### config.mk
export PLATFORM = sky130hd
export DESIGN_NAME = hfs_frame_status
export DESIGN_NICKNAME = d
export VERILOG_FILES = /design/src/rtl/hfs_byte_counter.v /design/src/rtl/hfs_frame_status.v /design/src/rtl/hfs_status_queue.v
export VERILOG_INCLUDE_DIRS = /design/src /design/src/inc
export SDC_FILE = /design/constraint.sdc
export NUM_CORES = 1
export LEC_CHECK = 0
export BUFFER_PORTS_ARGS = -buffer_cell sky130_fd_sc_hd__buf_2
export CORE_ASPECT_RATIO = 0.9
export CORE_MARGIN = 2
export CORE_UTILIZATION = 40
export CTS_BUF_LIST = sky130_fd_sc_hd__clkbuf_8
export DETAILED_ROUTE_END_ITERATION = 12
export HOLD_SLACK_MARGIN = 0.03
export PLACE_DENSITY = 0.65
export RECOVER_POWER = 25
export SETUP_SLACK_MARGIN = 0.15
export SLEW_MARGIN = 40
export SYNTH_ARGS = -nofsm -noshare
export SYNTH_HDL_FRONTEND = slang
export SYNTH_HIERARCHICAL = 1
export SYNTH_SLANG_ARGS = --single-unit
### constraint.sdc
create_clock -name i_clock -period 4.4 [get_ports i_clock]
set_input_delay 0.44 -clock i_clock [delete_from_list [all_inputs] [get_ports i_clock]]
set_output_delay 0.44 -clock i_clock [all_outputs]
set_load 0.01 [all_outputs]
### src/inc/hfs_defs.vh
// Constants for the frame status queue block.
// Assumes byte-wide register values carried in the low bits of a 32-bit bus.
`ifndef HFS_DEFS_VH
`define HFS_DEFS_VH
`define HFS_DEPTH 10
`define HFS_PTR_W 4
`define HFS_LAST_PTR 4'h9
`define HFS_ENTRY_W 19
`define HFS_CNT_W 14
`define HFS_STAT_W 5
// Entry layout: residue, overrun, CRC error, then the byte count
`define HFS_E_RES_HI 18
`define HFS_E_RES_LO 16
`define HFS_E_OVR 15
`define HFS_E_CRC 14
`define HFS_E_CHI_HI 13
`define HFS_E_CHI_LO 8
`define HFS_E_CLO_HI 7
`define HFS_E_CLO_LO 0
// Register byte addresses (index times four)
`define HFS_A_BUF_EXT 8'h00
`define HFS_A_RX_COND 8'h04
`define HFS_A_REG2 8'h08
`define HFS_A_REG3 8'h0c
`define HFS_A_ALIAS4 8'h10
`define HFS_A_ALIAS5 8'h14
`define HFS_A_CNT_LO 8'h18
`define HFS_A_CNT_HI 8'h1c
`define HFS_A_QCTRL 8'h3c
`define HFS_A_EXT_INFO 8'h3c
`define HFS_A_MODE 8'h40
`define HFS_A_LIVE 8'h44
// Field positions
`define HFS_QEN_BIT 2
`define HFS_AVAIL_BIT 6
`define HFS_OVF_BIT 7
`define HFS_CRC_BIT 6
`define HFS_OVR_BIT 5
`define HFS_EOF_BIT 7
`define HFS_QCTRL_RST 8'h00
`define HFS_RESP_OK 2'h0
`define HFS_RESP_ERR 2'h2
`endif

### src/rtl/hfs_byte_counter.v
// Fourteen-bit receive byte counter.
// Assumes flag and byte-write strobes are one-cycle pulses.
`timescale 1ns/1ps
`default_nettype none
`include "hfs_defs.vh"
module hfs_byte_counter (
  // Clock and reset
  input wire i_clock,
  input wire i_srst,
  // Control
  input wire i_enable,
  input wire i_flag,
  input wire i_byte_wr,
  // Count
  output wire [`HFS_CNT_W-1:0] o_count
);
  reg [`HFS_CNT_W-1:0] cnt_reg;
  assign o_count = cnt_reg;
  always @(posedge i_clock)
  begin
    if (i_srst)
      cnt_reg <= {`HFS_CNT_W{1'b0}};
    else if (!i_enable)
      cnt_reg <= {`HFS_CNT_W{1'b0}};
    else if (i_flag)
      cnt_reg <= {`HFS_CNT_W{1'b0}};
    else if (i_byte_wr)
      cnt_reg <= cnt_reg + 1'b1;
  end
endmodule
`default_nettype wire

### src/rtl/hfs_frame_status.v
// Frame status queue, byte counter and status registers over AXI4-Lite.
// Assumes receiver events arrive as one-cycle pulses on i_clock.
`timescale 1ns/1ps
`default_nettype none
`include "hfs_defs.vh"
module hfs_frame_status (
  // Clock and reset
  input wire i_clock,
  input wire i_srst,
  input wire i_chan_rst,
  // AXI4-Lite write address and data
  input wire [7:0] i_awaddr,
  input wire i_awvalid,
  output reg o_awready,
  input wire [31:0] i_wdata,
  input wire [3:0] i_wstrb,
  input wire i_wvalid,
  output reg o_wready,
  // AXI4-Lite write response
  output reg [1:0] o_bresp,
  output reg o_bvalid,
  input wire i_bready,
  // AXI4-Lite read
  input wire [7:0] i_araddr,
  input wire i_arvalid,
  output reg o_arready,
  output reg [31:0] o_rdata,
  output reg [1:0] o_rresp,
  output reg o_rvalid,
  input wire i_rready,
  // Receiver events
  input wire i_flag,
  input wire i_eof,
  input wire i_byte_wr,
  // Live receive status
  input wire [2:0] i_residue,
  input wire i_overrun,
  input wire i_crc_err,
  input wire i_all_sent,
  input wire i_parity_err,
  // Legacy register contents
  input wire [7:0] i_buf_ext_status,
  input wire [7:0] i_reg2,
  input wire [7:0] i_reg3,
  input wire [7:0] i_ext_info,
  // Receiver control
  output reg o_crc_reset
);
  reg [7:0] qctrl_reg;
  reg bitsync_reg;
  reg aw_held_reg;
  reg [7:0] aw_addr_reg;
  reg w_held_reg;
  reg [7:0] w_data_reg;
  reg w_lane_reg;
  reg live_sel_reg;
  reg [7:0] rd_byte;
  reg pop;
  reg rd_err;
  wire q_on;
  wire q_clear;
  wire q_empty;
  wire q_ovf;
  wire [`HFS_ENTRY_W-1:0] q_head;
  wire [`HFS_ENTRY_W-1:0] q_entry;
  wire [`HFS_CNT_W-1:0] byte_count;
  wire use_head;
  wire wr_go;
  wire ar_go;
  wire [7:0] live_cond;
  wire [7:0] queued_cond;
  // Head entry fields, named so the read mux stays readable
  wire [2:0] head_res;
  wire head_ovr;
  wire head_crc;
  wire [7:0] head_cnt_lo;
  wire [5:0] head_cnt_hi;
  function [7:0] cond_byte;
    input [2:0] res;
    input ovr;
    input crc;
    input sent;
    input par;
    input eof;
    begin
      cond_byte = {eof, crc, ovr, par, res, sent};
    end
  endfunction
  assign q_on = qctrl_reg[`HFS_QEN_BIT] && bitsync_reg;
  assign q_clear = i_srst || i_chan_rst || !q_on;
  assign q_entry = {i_residue, i_overrun, i_crc_err, byte_count};
  assign use_head = q_on && !q_empty && !live_sel_reg;
  assign live_cond = cond_byte(i_residue, i_overrun, i_crc_err,
    i_all_sent, i_parity_err, i_eof);
  assign head_res = q_head[`HFS_E_RES_HI:`HFS_E_RES_LO];
  assign head_ovr = q_head[`HFS_E_OVR];
  assign head_crc = q_head[`HFS_E_CRC];
  assign head_cnt_lo = q_head[`HFS_E_CLO_HI:`HFS_E_CLO_LO];
  assign head_cnt_hi = q_head[`HFS_E_CHI_HI:`HFS_E_CHI_LO];
  // All sent, parity and end of frame always come live, never queued
  assign queued_cond = cond_byte(head_res, head_ovr, head_crc,
    i_all_sent, i_parity_err, i_eof);
  hfs_status_queue u_queue (
    .i_clock(i_clock),
    .i_clear(q_clear),
    .i_push(i_eof && q_on),
    .i_entry(q_entry),
    .i_pop(pop),
    .o_head(q_head),
    .o_empty(q_empty),
    .o_overflow(q_ovf)
  );
  hfs_byte_counter u_count (
    .i_clock(i_clock),
    .i_srst(i_srst || i_chan_rst),
    .i_enable(bitsync_reg),
    .i_flag(i_flag),
    .i_byte_wr(i_byte_wr),
    .o_count(byte_count)
  );
  assign wr_go = aw_held_reg && w_held_reg && !o_bvalid;
  assign ar_go = i_arvalid && o_arready;
  // Read decode; pop only on the status register with the queue in use
  always @*
  begin
    rd_byte = 8'h00;
    pop = 1'b0;
    rd_err = 1'b0;
    case (i_araddr)
      `HFS_A_BUF_EXT, `HFS_A_ALIAS4:
        rd_byte = (i_araddr == `HFS_A_ALIAS4 && q_on) ? 8'h00 :
          i_buf_ext_status;
      `HFS_A_RX_COND, `HFS_A_ALIAS5:
      begin
        if (i_araddr == `HFS_A_ALIAS5 && q_on)
          rd_byte = 8'h00;
        else if (use_head)
        begin
          rd_byte = queued_cond;
          pop = ar_go && (i_araddr == `HFS_A_RX_COND);
        end
        else
          rd_byte = live_cond;
      end
      `HFS_A_REG2:
        rd_byte = i_reg2;
      `HFS_A_CNT_LO:
        rd_byte = q_on ? (use_head ? head_cnt_lo : 8'h00) : i_reg2;
      `HFS_A_REG3:
        rd_byte = i_reg3;
      `HFS_A_CNT_HI:
        rd_byte = q_on ? {q_ovf, !q_empty, head_cnt_hi} : i_reg3;
      `HFS_A_EXT_INFO:
      begin
        rd_byte = i_ext_info;
        rd_byte[`HFS_QEN_BIT] = q_on;
      end
      `HFS_A_MODE:
        rd_byte = {7'h00, bitsync_reg};
      default:
        rd_err = 1'b1;
    endcase
  end
  // Write channels are taken independently and held until both arrive
  always @(posedge i_clock)
  begin
    if (i_srst)
    begin
      o_awready <= 1'b0;
      o_wready <= 1'b0;
      o_bvalid <= 1'b0;
      o_bresp <= `HFS_RESP_OK;
      aw_held_reg <= 1'b0;
      w_held_reg <= 1'b0;
      aw_addr_reg <= 8'h00;
      w_data_reg <= 8'h00;
      w_lane_reg <= 1'b0;
      qctrl_reg <= `HFS_QCTRL_RST;
      bitsync_reg <= 1'b0;
    end
    else
    begin
      o_awready <= !aw_held_reg && !(i_awvalid && o_awready);
      o_wready <= !w_held_reg && !(i_wvalid && o_wready);
      if (i_awvalid && o_awready)
      begin
        aw_held_reg <= 1'b1;
        aw_addr_reg <= i_awaddr;
      end
      if (i_wvalid && o_wready)
      begin
        w_held_reg <= 1'b1;
        w_data_reg <= i_wdata[7:0];
        w_lane_reg <= i_wstrb[0];
      end
      if (wr_go)
      begin
        aw_held_reg <= 1'b0;
        w_held_reg <= 1'b0;
        o_bvalid <= 1'b1;
        o_bresp <= `HFS_RESP_OK;
        if (aw_addr_reg == `HFS_A_QCTRL)
        begin
          if (w_lane_reg)
            qctrl_reg <= w_data_reg;
        end
        else if (aw_addr_reg == `HFS_A_MODE)
        begin
          if (w_lane_reg)
            bitsync_reg <= w_data_reg[0];
        end
        else
          o_bresp <= `HFS_RESP_ERR;
      end
      else if (o_bvalid && i_bready)
        o_bvalid <= 1'b0;
    end
  end
  // Read channel, plus the empty latch set by the high count read
  always @(posedge i_clock)
  begin
    if (i_srst || i_chan_rst)
    begin
      o_arready <= 1'b0;
      o_rvalid <= 1'b0;
      o_rdata <= 32'h00000000;
      o_rresp <= `HFS_RESP_OK;
      live_sel_reg <= 1'b0;
    end
    else
    begin
      o_arready <= !o_rvalid && !ar_go;
      if (ar_go)
      begin
        o_rvalid <= 1'b1;
        o_rdata <= {24'h000000, rd_byte};
        o_rresp <= rd_err ? `HFS_RESP_ERR : `HFS_RESP_OK;
      end
      else if (o_rvalid && i_rready)
        o_rvalid <= 1'b0;
      if (ar_go && i_araddr == `HFS_A_CNT_HI && q_on)
        live_sel_reg <= q_empty;
      // A frame end that fills the queue again releases the live steering
      else if (!q_on || (i_eof && q_empty))
        live_sel_reg <= 1'b0;
    end
  end
  always @(posedge i_clock)
  begin
    if (i_srst || i_chan_rst)
      o_crc_reset <= 1'b0;
    else
      o_crc_reset <= i_eof;
  end
endmodule
`default_nettype wire

### src/rtl/hfs_status_queue.v
// Ten-entry frame status queue with overflow flag.
// Assumes i_clear is asserted for reset and whenever the queue is off.
`timescale 1ns/1ps
`default_nettype none
`include "hfs_defs.vh"
module hfs_status_queue (
  // Clock and clear
  input wire i_clock,
  input wire i_clear,
  // Write side
  input wire i_push,
  input wire [`HFS_ENTRY_W-1:0] i_entry,
  // Read side
  input wire i_pop,
  output wire [`HFS_ENTRY_W-1:0] o_head,
  output wire o_empty,
  output wire o_overflow
);
  reg [`HFS_ENTRY_W-1:0] mem [0:`HFS_DEPTH-1];
  reg [`HFS_PTR_W-1:0] wr_reg;
  reg [`HFS_PTR_W-1:0] rd_reg;
  reg [`HFS_PTR_W:0] cnt_reg;
  reg ovf_reg;
  wire full;
  wire do_push;
  wire do_pop;
  function [`HFS_PTR_W-1:0] bump;
    input [`HFS_PTR_W-1:0] p;
    begin
      bump = (p == `HFS_LAST_PTR) ? {`HFS_PTR_W{1'b0}} : p + 1'b1;
    end
  endfunction
  assign full = (cnt_reg == `HFS_DEPTH);
  assign o_empty = (cnt_reg == 0);
  assign do_push = i_push && !full;
  assign do_pop = i_pop && !o_empty;
  assign o_head = mem[rd_reg];
  assign o_overflow = ovf_reg;
  always @(posedge i_clock)
  begin
    if (do_push)
      mem[wr_reg] <= i_entry;
  end
  always @(posedge i_clock)
  begin
    if (i_clear)
    begin
      wr_reg <= {`HFS_PTR_W{1'b0}};
      rd_reg <= {`HFS_PTR_W{1'b0}};
      cnt_reg <= {(`HFS_PTR_W+1){1'b0}};
      ovf_reg <= 1'b0;
    end
    else
    begin
      if (do_push)
        wr_reg <= bump(wr_reg);
      if (do_pop)
        rd_reg <= bump(rd_reg);
      if (do_push && !do_pop)
        cnt_reg <= cnt_reg + 1'b1;
      else if (do_pop && !do_push)
        cnt_reg <= cnt_reg - 1'b1;
      if (i_push && full && !do_pop)
        ovf_reg <= 1'b1;
    end
  end
endmodule
`default_nettype wire

== Word level (Yosys, flattened, before mapping) ==
Memories as Yosys holds them, arrays and structs flattened. A register that Yosys moved wholly into a read port is not among the register bits.
Index checks and enable logic that the tools add are counted.
Storage, ports and cells
  register bits: 65
  memory bits (writable): 190
  output and inout bits: 42
  memories kept: 1
Cells by class
  add/subtract/negate cells: 5
  equality and inequality tests: 14
  muxes and demuxes: 27
  bitwise logic cells: 2
  reductions and logical operators: 55
Memory list
  u_queue.mem: depth 10, bits a word 19, rd ports 1, clocked after memory_dff 1, write ports 1, RTL line hfs_status_queue.v:19  | reg [`HFS_ENTRY_W-1:0] mem [0:`HFS_DEPTH-1];
Operators with widths (number)
  one-hot mux 8 bit (8 select lines): 1
  two-way mux 8 bit: 5
  equality test 8 x 5 -> 1 bit, second input constant: 4
  logical AND 1 bit: 26
  equality test 8 x 4 -> 1 bit, second input constant: 2
  equality test 8 x 6 -> 1 bit, second input constant: 2
  equality test 8 x 7 -> 1 bit, second input constant: 2
  two-way mux 4 bit: 4
  adder 14 x 1 -> 14 bit, second input constant: 1
  logical NOT 1 bit: 13
  two-way mux 1 bit: 11
  two-way mux 5 bit: 2
  OR reduction 10 bit: 1
  adder 4 x 1 -> 4 bit, second input constant: 2
  equality test 4 bit, second input constant: 2
  equality test 8 x 3 -> 1 bit, second input constant: 1
  logical NOT 8 bit: 1
  nonzero test 2 bit: 4
  two-way mux 7 bit: 1
  two-way mux 2 bit: 3
  OR reduction 2 bit: 3
  adder 5 x 1 -> 5 bit, second input constant: 1
  equality test 5 x 4 -> 1 bit, second input constant: 1
  logical NOT 5 bit: 1
  6 further kinds: 9

== Longest topological paths before layout ==
Gate-level depths: netlist of the first run.
  depth after elaboration: 11
  mapped depth: 16
  mapped depth without buffers: 13

== Modules after synthesis ==
The synthesis of the first run kept the hierarchy.
By module, submodules not included
  hfs_status_queue: times used 1, cells each 437, area an instance 8110.3 sq um, sequential area each 6065.8 sq um
  hfs_frame_status: times used 1, cells each 276, area an instance 2222.1 sq um, sequential area each 640.6 sq um
  hfs_byte_counter: times used 1, cells each 76, area an instance 671.9 sq um, sequential area each 280.3 sq um

== Least setup slack after synthesis of the first run ==
Ideal clock, no wire load.
  kind: register to register
  from: register u_queue.cnt_reg[0]
  to: register u_queue.cnt_reg[4]
  library setup time: 0.121 ns
  arrival time: 3.179 ns
  data required time: 4.279 ns
  path slack: 1.100 ns
  stages on the path, launching flop included: 17
  period minus slack after synthesis: 3.300 ns
  path through: dfxtp_1 -> or3_1 -> buf_6 -> nor3_1 -> and4bb_1 -> buf_6 -> buf_4 -> nand4_1 -> nor2_1 -> o31ai_4 -> ha_1 -> inv_1 -> ha_1 -> nand2b_1 -> a21oi_1 -> mux2i_1 -> mux2_2
On the way
  longest elaborated chain between the ends: 11
Ends and longest elaborated chain
  start, declared: RTL line hfs_status_queue.v:22  | reg [`HFS_PTR_W:0] cnt_reg;
  start signal, assigned: RTL line hfs_status_queue.v:50  | cnt_reg <= {(`HFS_PTR_W+1){1'b0}};
  start signal, assigned: RTL line hfs_status_queue.v:60  | cnt_reg <= cnt_reg + 1'b1;
  start signal, assigned: RTL line hfs_status_queue.v:62  | cnt_reg <= cnt_reg - 1'b1;
  logical NOT 5 bit (*): RTL line hfs_status_queue.v:34  | assign o_empty = (cnt_reg == 0);
  via q_empty: RTL line hfs_frame_status.v:62  | wire q_empty;
  logical NOT 1 bit (*): RTL line hfs_frame_status.v:92  | assign use_head = q_on && !q_empty && !live_sel_reg;
  logical AND 1 bit (*) (2 in series): RTL line hfs_frame_status.v:92
  two-way mux 1 bit (*): RTL line hfs_frame_status.v:137  | else if (use_head)
  two-way mux 1 bit (*): RTL line hfs_frame_status.v:135  | if (i_araddr == `HFS_A_ALIAS5 && q_on)
  two-way mux 1 bit (*): RTL line hfs_frame_status.v:129  | case (i_araddr)
  via pop: RTL line hfs_frame_status.v:58  | reg pop;
  logical AND 1 bit (*): RTL line hfs_status_queue.v:36  | assign do_pop = i_pop && !o_empty;
  logical NOT 1 bit: RTL line hfs_status_queue.v:59  | if (do_push && !do_pop)
  logical AND 1 bit: RTL line hfs_status_queue.v:59
  two-way mux 5 bit or nonzero test 2 bit (tied branches)
The timed path passes the listed nets; every way through them passes the cells marked *. The select of a mux whose other input is x is not followed.
A chain may end at the register's enable or synchronous reset.

== Worst setup path in the final report of the first run ==
Ends and elaborated chain as after synthesis.

==> results_dict.tcl, run 1 <==
set metrics [dict create \
    outcome "complete, no violations" \
    cp-start-kind "register" \
    ys_seq_area_share_pct 63.5 \
    worst-slew-pin-transition_ns 0.964 \
    wl_um 25000 \
    io_pins 144 \
    avgViaCountPerCell 5.46 \
    layout_common_cells "edfxtp_1, nand2_1, buf_2, dfxtp_1, clkbuf_8" \
    cp-end-kind "register" \
    grt_antenna_before_repair 0 \
    insertion_delay_ns 0.53 \
    drv_slew 0 \
    synth_area_leaders "edfxtp_1, dfxtp_1, mux4_2, nand2_1, buf_4" \
    hp-class "input port to register" \
    tns_ns 0 \
    clock_skew_ns 0.0139 \
    synth-edff-count 190 \
    drive_gt1_share_pct 25.5 \
    port_buffers 83 \
    mostFrequentLayoutCell "edfxtp_1" \
    drv_cap 0 \
    peakVddDrop_mv 0.222 \
    worst_slack_ns 0.847 \
    grt_max_degree 35 \
    clk_pin_slew_ns 0.06 \
    hpwl_um 16000 \
    syn_avg_cell_area_um2 13.9 \
    crit_required_ns 4.82 \
    place_ws_ns 0.848 \
    die_w_um 179 \
    antenna_cells 0 \
    dieArea_um2 28900 \
    pwr_density_cell_nw_per_um2 386 \
    fin_cells 1278 \
    power_leakage_nw 4.30 \
    first_global_vias 6653 \
    max_freq_ghz 0.281 \
    stdcell_area_um2 12600 \
    routedWlPerCell_um 19.6 \
    nets 999 \
    holdWs_ns 0.168 \
    synth_top_area_share_pct 51.8 \
    ctsHtreeMaxLevel 2 \
    yosys_warnings 6 \
    globalRoute.totalOverflow 0 \
    cts_made_buffers 41 \
    grt_pass1_wl_um 38000 \
    hold_violations 0 \
    path_class "register to register" \
    coreArea_um2 27000 \
    place_area_um2 11700 \
    synth_area_um2 11000 \
    initial_core_util_pct 40.7 \
    syn_inst 789 \
    via_count 6972 \
    ys_async_sr_fraction_pct 0 \
    gp_congestion 0.888 \
    ys_seq_elements 254 \
    final_antenna_net_count 0 \
    cts_max_path_buffers 3 \
    synth_area_leader_cell "edfxtp_1" \
    path_max_fanout 14 \
    reg2reg_slack_ns 0.85 \
    period_share_pct 80.8 \
    drt_iter0_markers 533 \
    cts-root-buf "clkbuf_8" \
    regMostFlops "u_queue/mem" \
    setup_viol 0 \
    drc 0 \
    cts_setup_buffers 0 \
    place_inst 1202 \
    yosysUniqueCellTypes 74 \
    grtUsageTotal_pct 17.2 \
    rsz0062_at_grt "no" \
    die_y_um 161 \
    largest_reg_flops 190 \
    cts_hold_buffers 0 \
    cts_sinks 254 \
    fin_crit_ns 3.55 \
    firstDrtPassIters 5 \
    syn_to_final_growth_pct 14.8 \
    relSlewSlack_pct 35.7 \
    critPathArrivalTime_ns 3.97 \
    cts_tree "done" \
    cts_resized 0 \
    synthFlopType "edfxtp_1" \
    rows 57 \
]
[critical path, cell delays in order (launching register included)]
cell      delay [ns]
dfxtp_1         0.34
or3_1           0.57
nor3_1          0.32
and4bb_1        0.25
buf_4           0.20
nand4_1         0.11
nor2_1          0.08
o31ai_4         0.08
ha_1            0.26
inv_1           0.11
ha_1            0.34
nand2b_1        0.07
a21oi_1         0.17
mux2i_1         0.21
mux2_2          0.34
[cell families (layout without fill, tap and decap cells)]
group | Yosys count | after routing | synth area share, %
AOI/OAI and AO/OA | 140 | 140 | 9.30
adders and majority gates | 6 | 6 | 0.750
xor gates and xnor gates | 10 | 10 | 0.796
muxes | 62 | 62 | 10.1
and+or+nand+nor | 238 | 238 | 11.4
DFF | 254 | 254 | 63.5
other | 1 | 26 | 0.0341
buffers and inverters | 78 | 188 | 4.17
[routing by layer]
layer  GRT usage (%)  up-vias  share of wire, %
met5               0        -                 0
met4            4.40        0               1.5
met3            3.01       33               7.1
met2            26.2      255                45
met1            25.4     3463                46
li1                -     3221                 -
[synthesized netlist by cell type (3+ instances only)]
cell / instances
a2111oi_0: 3
a211oi_1: 6
a21oi_1: 34
a221oi_1: 3
a22o_1: 3
a22oi_1: 27
a31oi_1: 3
a32oi_1: 4
and2_1: 4
and3_1: 3
buf_2: 10
buf_4: 33
buf_6: 4
clkbuf_1: 20
dfxtp_1: 64
edfxtp_1: 190
ha_1: 5
inv_1: 9
mux2_2: 3
mux2i_1: 19
mux4_2: 38
nand2_1: 77
nand2b_1: 27
nand3_1: 18
nand4_1: 10
nor2_1: 46
nor2b_1: 5
nor3_1: 10
nor4_1: 9
o211ai_1: 20
o21ai_0: 5
o22ai_1: 4
o2bb2ai_1: 6
o31ai_1: 5
or3_1: 6
or4_1: 3
xnor2_1: 4
xor2_1: 6
[through the flow]
stage          utilization [%]  power, W
3_5_place_dp              43.4   0.00274
3_3_place_gp              43.4   0.00274
2_1_floorplan                -   0.00270
6_report                  46.7   0.00488
5_1_grt                   46.7   0.00504
4_1_cts                   46.8   0.00492
[layout make-up]
type                            instances  area, um2
Fill cell                            2373      14400
Sequential cell                       254       6990
Multi-Input combinational cell        482       3690
Clock buffer                           53        729
Timing Repair Buffer                  102        563
Tap cell                              354        443
Clock inverter                         23        181
Inverter                               10       37.5
[power breakdown]
part | switching (W) | internal [W] | total, W
logic | 0.0000798 | 0.0000471 | 0.000127
clock network | 0.000924 | 0.00126 | 0.00219
registers | 0.00000669 | 0.00256 | 0.00256
total | 0.00101 | 0.00387 | 0.00488
[final timing paths]
check / startpoint / end / cells after the start
hold / removal: i_awaddr[7] / aw_addr_reg[7] / 3
setup reg to reg: u_queue/cnt_reg[0] / u_queue/cnt_reg[4] / 14
hold reg to reg: o_rvalid / o_arready / 1
setup / recovery: u_queue/cnt_reg[0] / u_queue/cnt_reg[4] / 14
(Power assumes the default switching activity.)
==> inputs of run 2 (changes only) <==
clock period = 3.7 ns   (was 4.4 ns; I/O delays follow)
==> run 2 against run 1 <==
Largest cell class unchanged. Register-to-register slack got worse by 0.29 ns. Maximum frequency is 13% higher. Clock-buffer cell count shrank 11. Global-route usage about the same. Clock skew is 0.020 ns higher. Core utilization decreased by 0.64 points. Sequential share of layout area up 0.76 points.
==> results_dict.tcl, run 2 (same netlist as run 1, synthesis figures left out) <==
set metrics [dict create \
    outcome "complete, no violations" \
    via_count 6970 \
    pwr-share-comb_pct 2.8 \
    firstDrtPassIters 5 \
    gp_congestion 0.903 \
    path_max_fanout 4 \
    drc 0 \
    p_switching_w 0.00115 \
    cts_sinks 254 \
    crit_required_ns 4.11 \
    crit_end "u_queue/cnt_reg[4]" \
    clock_skew_ns 0.0344 \
    routedWlPerCell_um 19.5 \
    drv_cap 0 \
    grt_max_degree 32 \
    cp-start-kind "register" \
    syn_to_final_growth_pct 13.2 \
    mostFrequentLayoutCell "edfxtp_1" \
    tns_ns 0 \
    grt_pass1_wl_um 38000 \
    cts_hold_buffers 0 \
    swShare_pct 21.7 \
    first_global_vias 6683 \
    cts_made_buffers 40 \
    grtUsageTotal_pct 17.1 \
    internal-power_w 0.00415 \
    clk_pin_slew_ns 0.06 \
    period_share_pct 84.9 \
    fin_crit_ns 3.14 \
    initial_core_util_pct 40.7 \
    clockPowerShare_pct 39.6 \
    relSlewSlack_pct 38.2 \
    reg2reg_depth 13 \
    r2r-start "u_queue/cnt_reg[0]" \
    max_freq_ghz 0.318 \
    largest_reg_flops 190 \
    drv_slew 0 \
    hold_violations 0 \
    grt_antenna_before_repair 0 \
    coreArea_um2 27000 \
    port_buffers 83 \
    critPathArrivalTime_ns 3.55 \
    insertion_delay_ns 0.54 \
    fin_util_pct 46.1 \
    drt_iter0_markers 640 \
    cts_max_path_buffers 3 \
    avgViaCountPerCell 5.46 \
    peakVddDrop_mv 0.222 \
    regMostFlops "u_queue/mem" \
    cp-startpoint "u_queue/cnt_reg[0]" \
    drive_gt1_share_pct 23.8 \
    power_w 0.00530 \
    cts-root-buf "clkbuf_8" \
    worst-slew-pin-transition_ns 0.927 \
    dieArea_um2 28900 \
    die_y_um 161 \
    cts_resized 0 \
    rsz0062_at_grt "no" \
    antenna_cells 0 \
    pwr_density_cell_nw_per_um2 425 \
    final_antenna_net_count 0 \
    cts_setup_buffers 0 \
    reg2reg_slack_ns 0.56 \
    r2r-end "u_queue/cnt_reg[4]" \
    die_w_um 179 \
    hpwl_um 16100 \
    path_class "register to register" \
    rows 57 \
    nets 1001 \
    globalRoute.totalOverflow 0 \
    setup_viol 0 \
    hp-class "input port to register" \
    power_leakage_nw 4.25 \
    io_pins 144 \
    wl_um 24900 \
    cp-end-kind "register" \
    cts_tree "done" \
    seqPwrFrac_pct 57.5 \
    layout_common_cells "edfxtp_1, nand2_1, buf_2, dfxtp_1, clkbuf_8" \
    ctsHtreeMaxLevel 2 \
]
run 2: cell count changes in the layout (fill, tap and decap cells not counted):
cell / before / now
buf_12: 1 / 2
inv_1: 19 / 30
bufinv_16: 3 / 0
clkbuf_8: 53 / 42
clkinv_1: 1 / 4
inv_6: 0 / 1
clkinv_2: 7 / 3
buf_4: 18 / 20
dfxtp_1: 62 / 63
clkinvlp_4: 2 / 1
dfxtp_2: 1 / 0
run 2: critical path, cell delays in order (launching register included):
cell      delay [ns]
dfxtp_1         0.34
or3_1           0.42
nor3_1          0.24
and4bb_1        0.27
nand4_1         0.09
nor2_1          0.09
o31ai_4         0.08
ha_1            0.25
inv_1           0.11
ha_1            0.34
nand2b_1        0.06
a21oi_1         0.16
mux2i_1         0.22
mux2_2          0.35
run 2: power groups by stage:
stage	Combinational [W]	Clock (W)	Sequential [W]
after floorplan	0.000102	0	0.00311
after global placement	0.000149	0	0.00311
after detailed placement	0.000150	0	0.00311
after CTS	0.000151	0.00215	0.00305
after global routing	0.000167	0.00229	0.00305
final	0.000151	0.00210	0.00305
run 2: area by class of cell:
cell class,instances,area (um2)
multi-input combinational,482,3690
clock buffer,42,578
inverter,10,37.5
tap,354,443
fill,2444,14600
clock inverter,30,125
timing repair buffer,105,598
sequential,254,6990
run 2: through the flow:
step	hold WS (ns)	std cells	area, um2	setup WS [ns]
after global placement	0.427	1205	11800	0.599
after detailed placement	0.429	1205	11800	0.560
final	0.116	1277	12500	0.560
after CTS	0.0824	1277	12500	0.564
after floorplan	0.418	814	11100	0.400
after global routing	0.100	1277	12500	0.300
run 2: layer usage:
metal	share of wire, %	vias up	wire length, um	global-route usage (%)
met3	7.3	39	1830	2.99
li1	-	3222	-	-
met1	46	3430	11600	25.5
met2	45	279	11100	26.1
met5	0	-	0	0
met4	1.7	0	421	4.18
run 2: how the worst min path moves through the flow:
stage	start	endpoint	slack (ns)	depth (start not counted)
final	i_wdata[0]	w_data_reg[0]	0.12	3
after global routing	i_wstrb[0]	w_lane_reg	0.10	3
after CTS	i_wdata[0]	w_data_reg[0]	0.08	3
after detailed placement	o_rvalid	o_arready	0.43	1
after global placement	o_rvalid	o_arready	0.43	1
after floorplan	aw_held_reg	o_awready	0.42	1
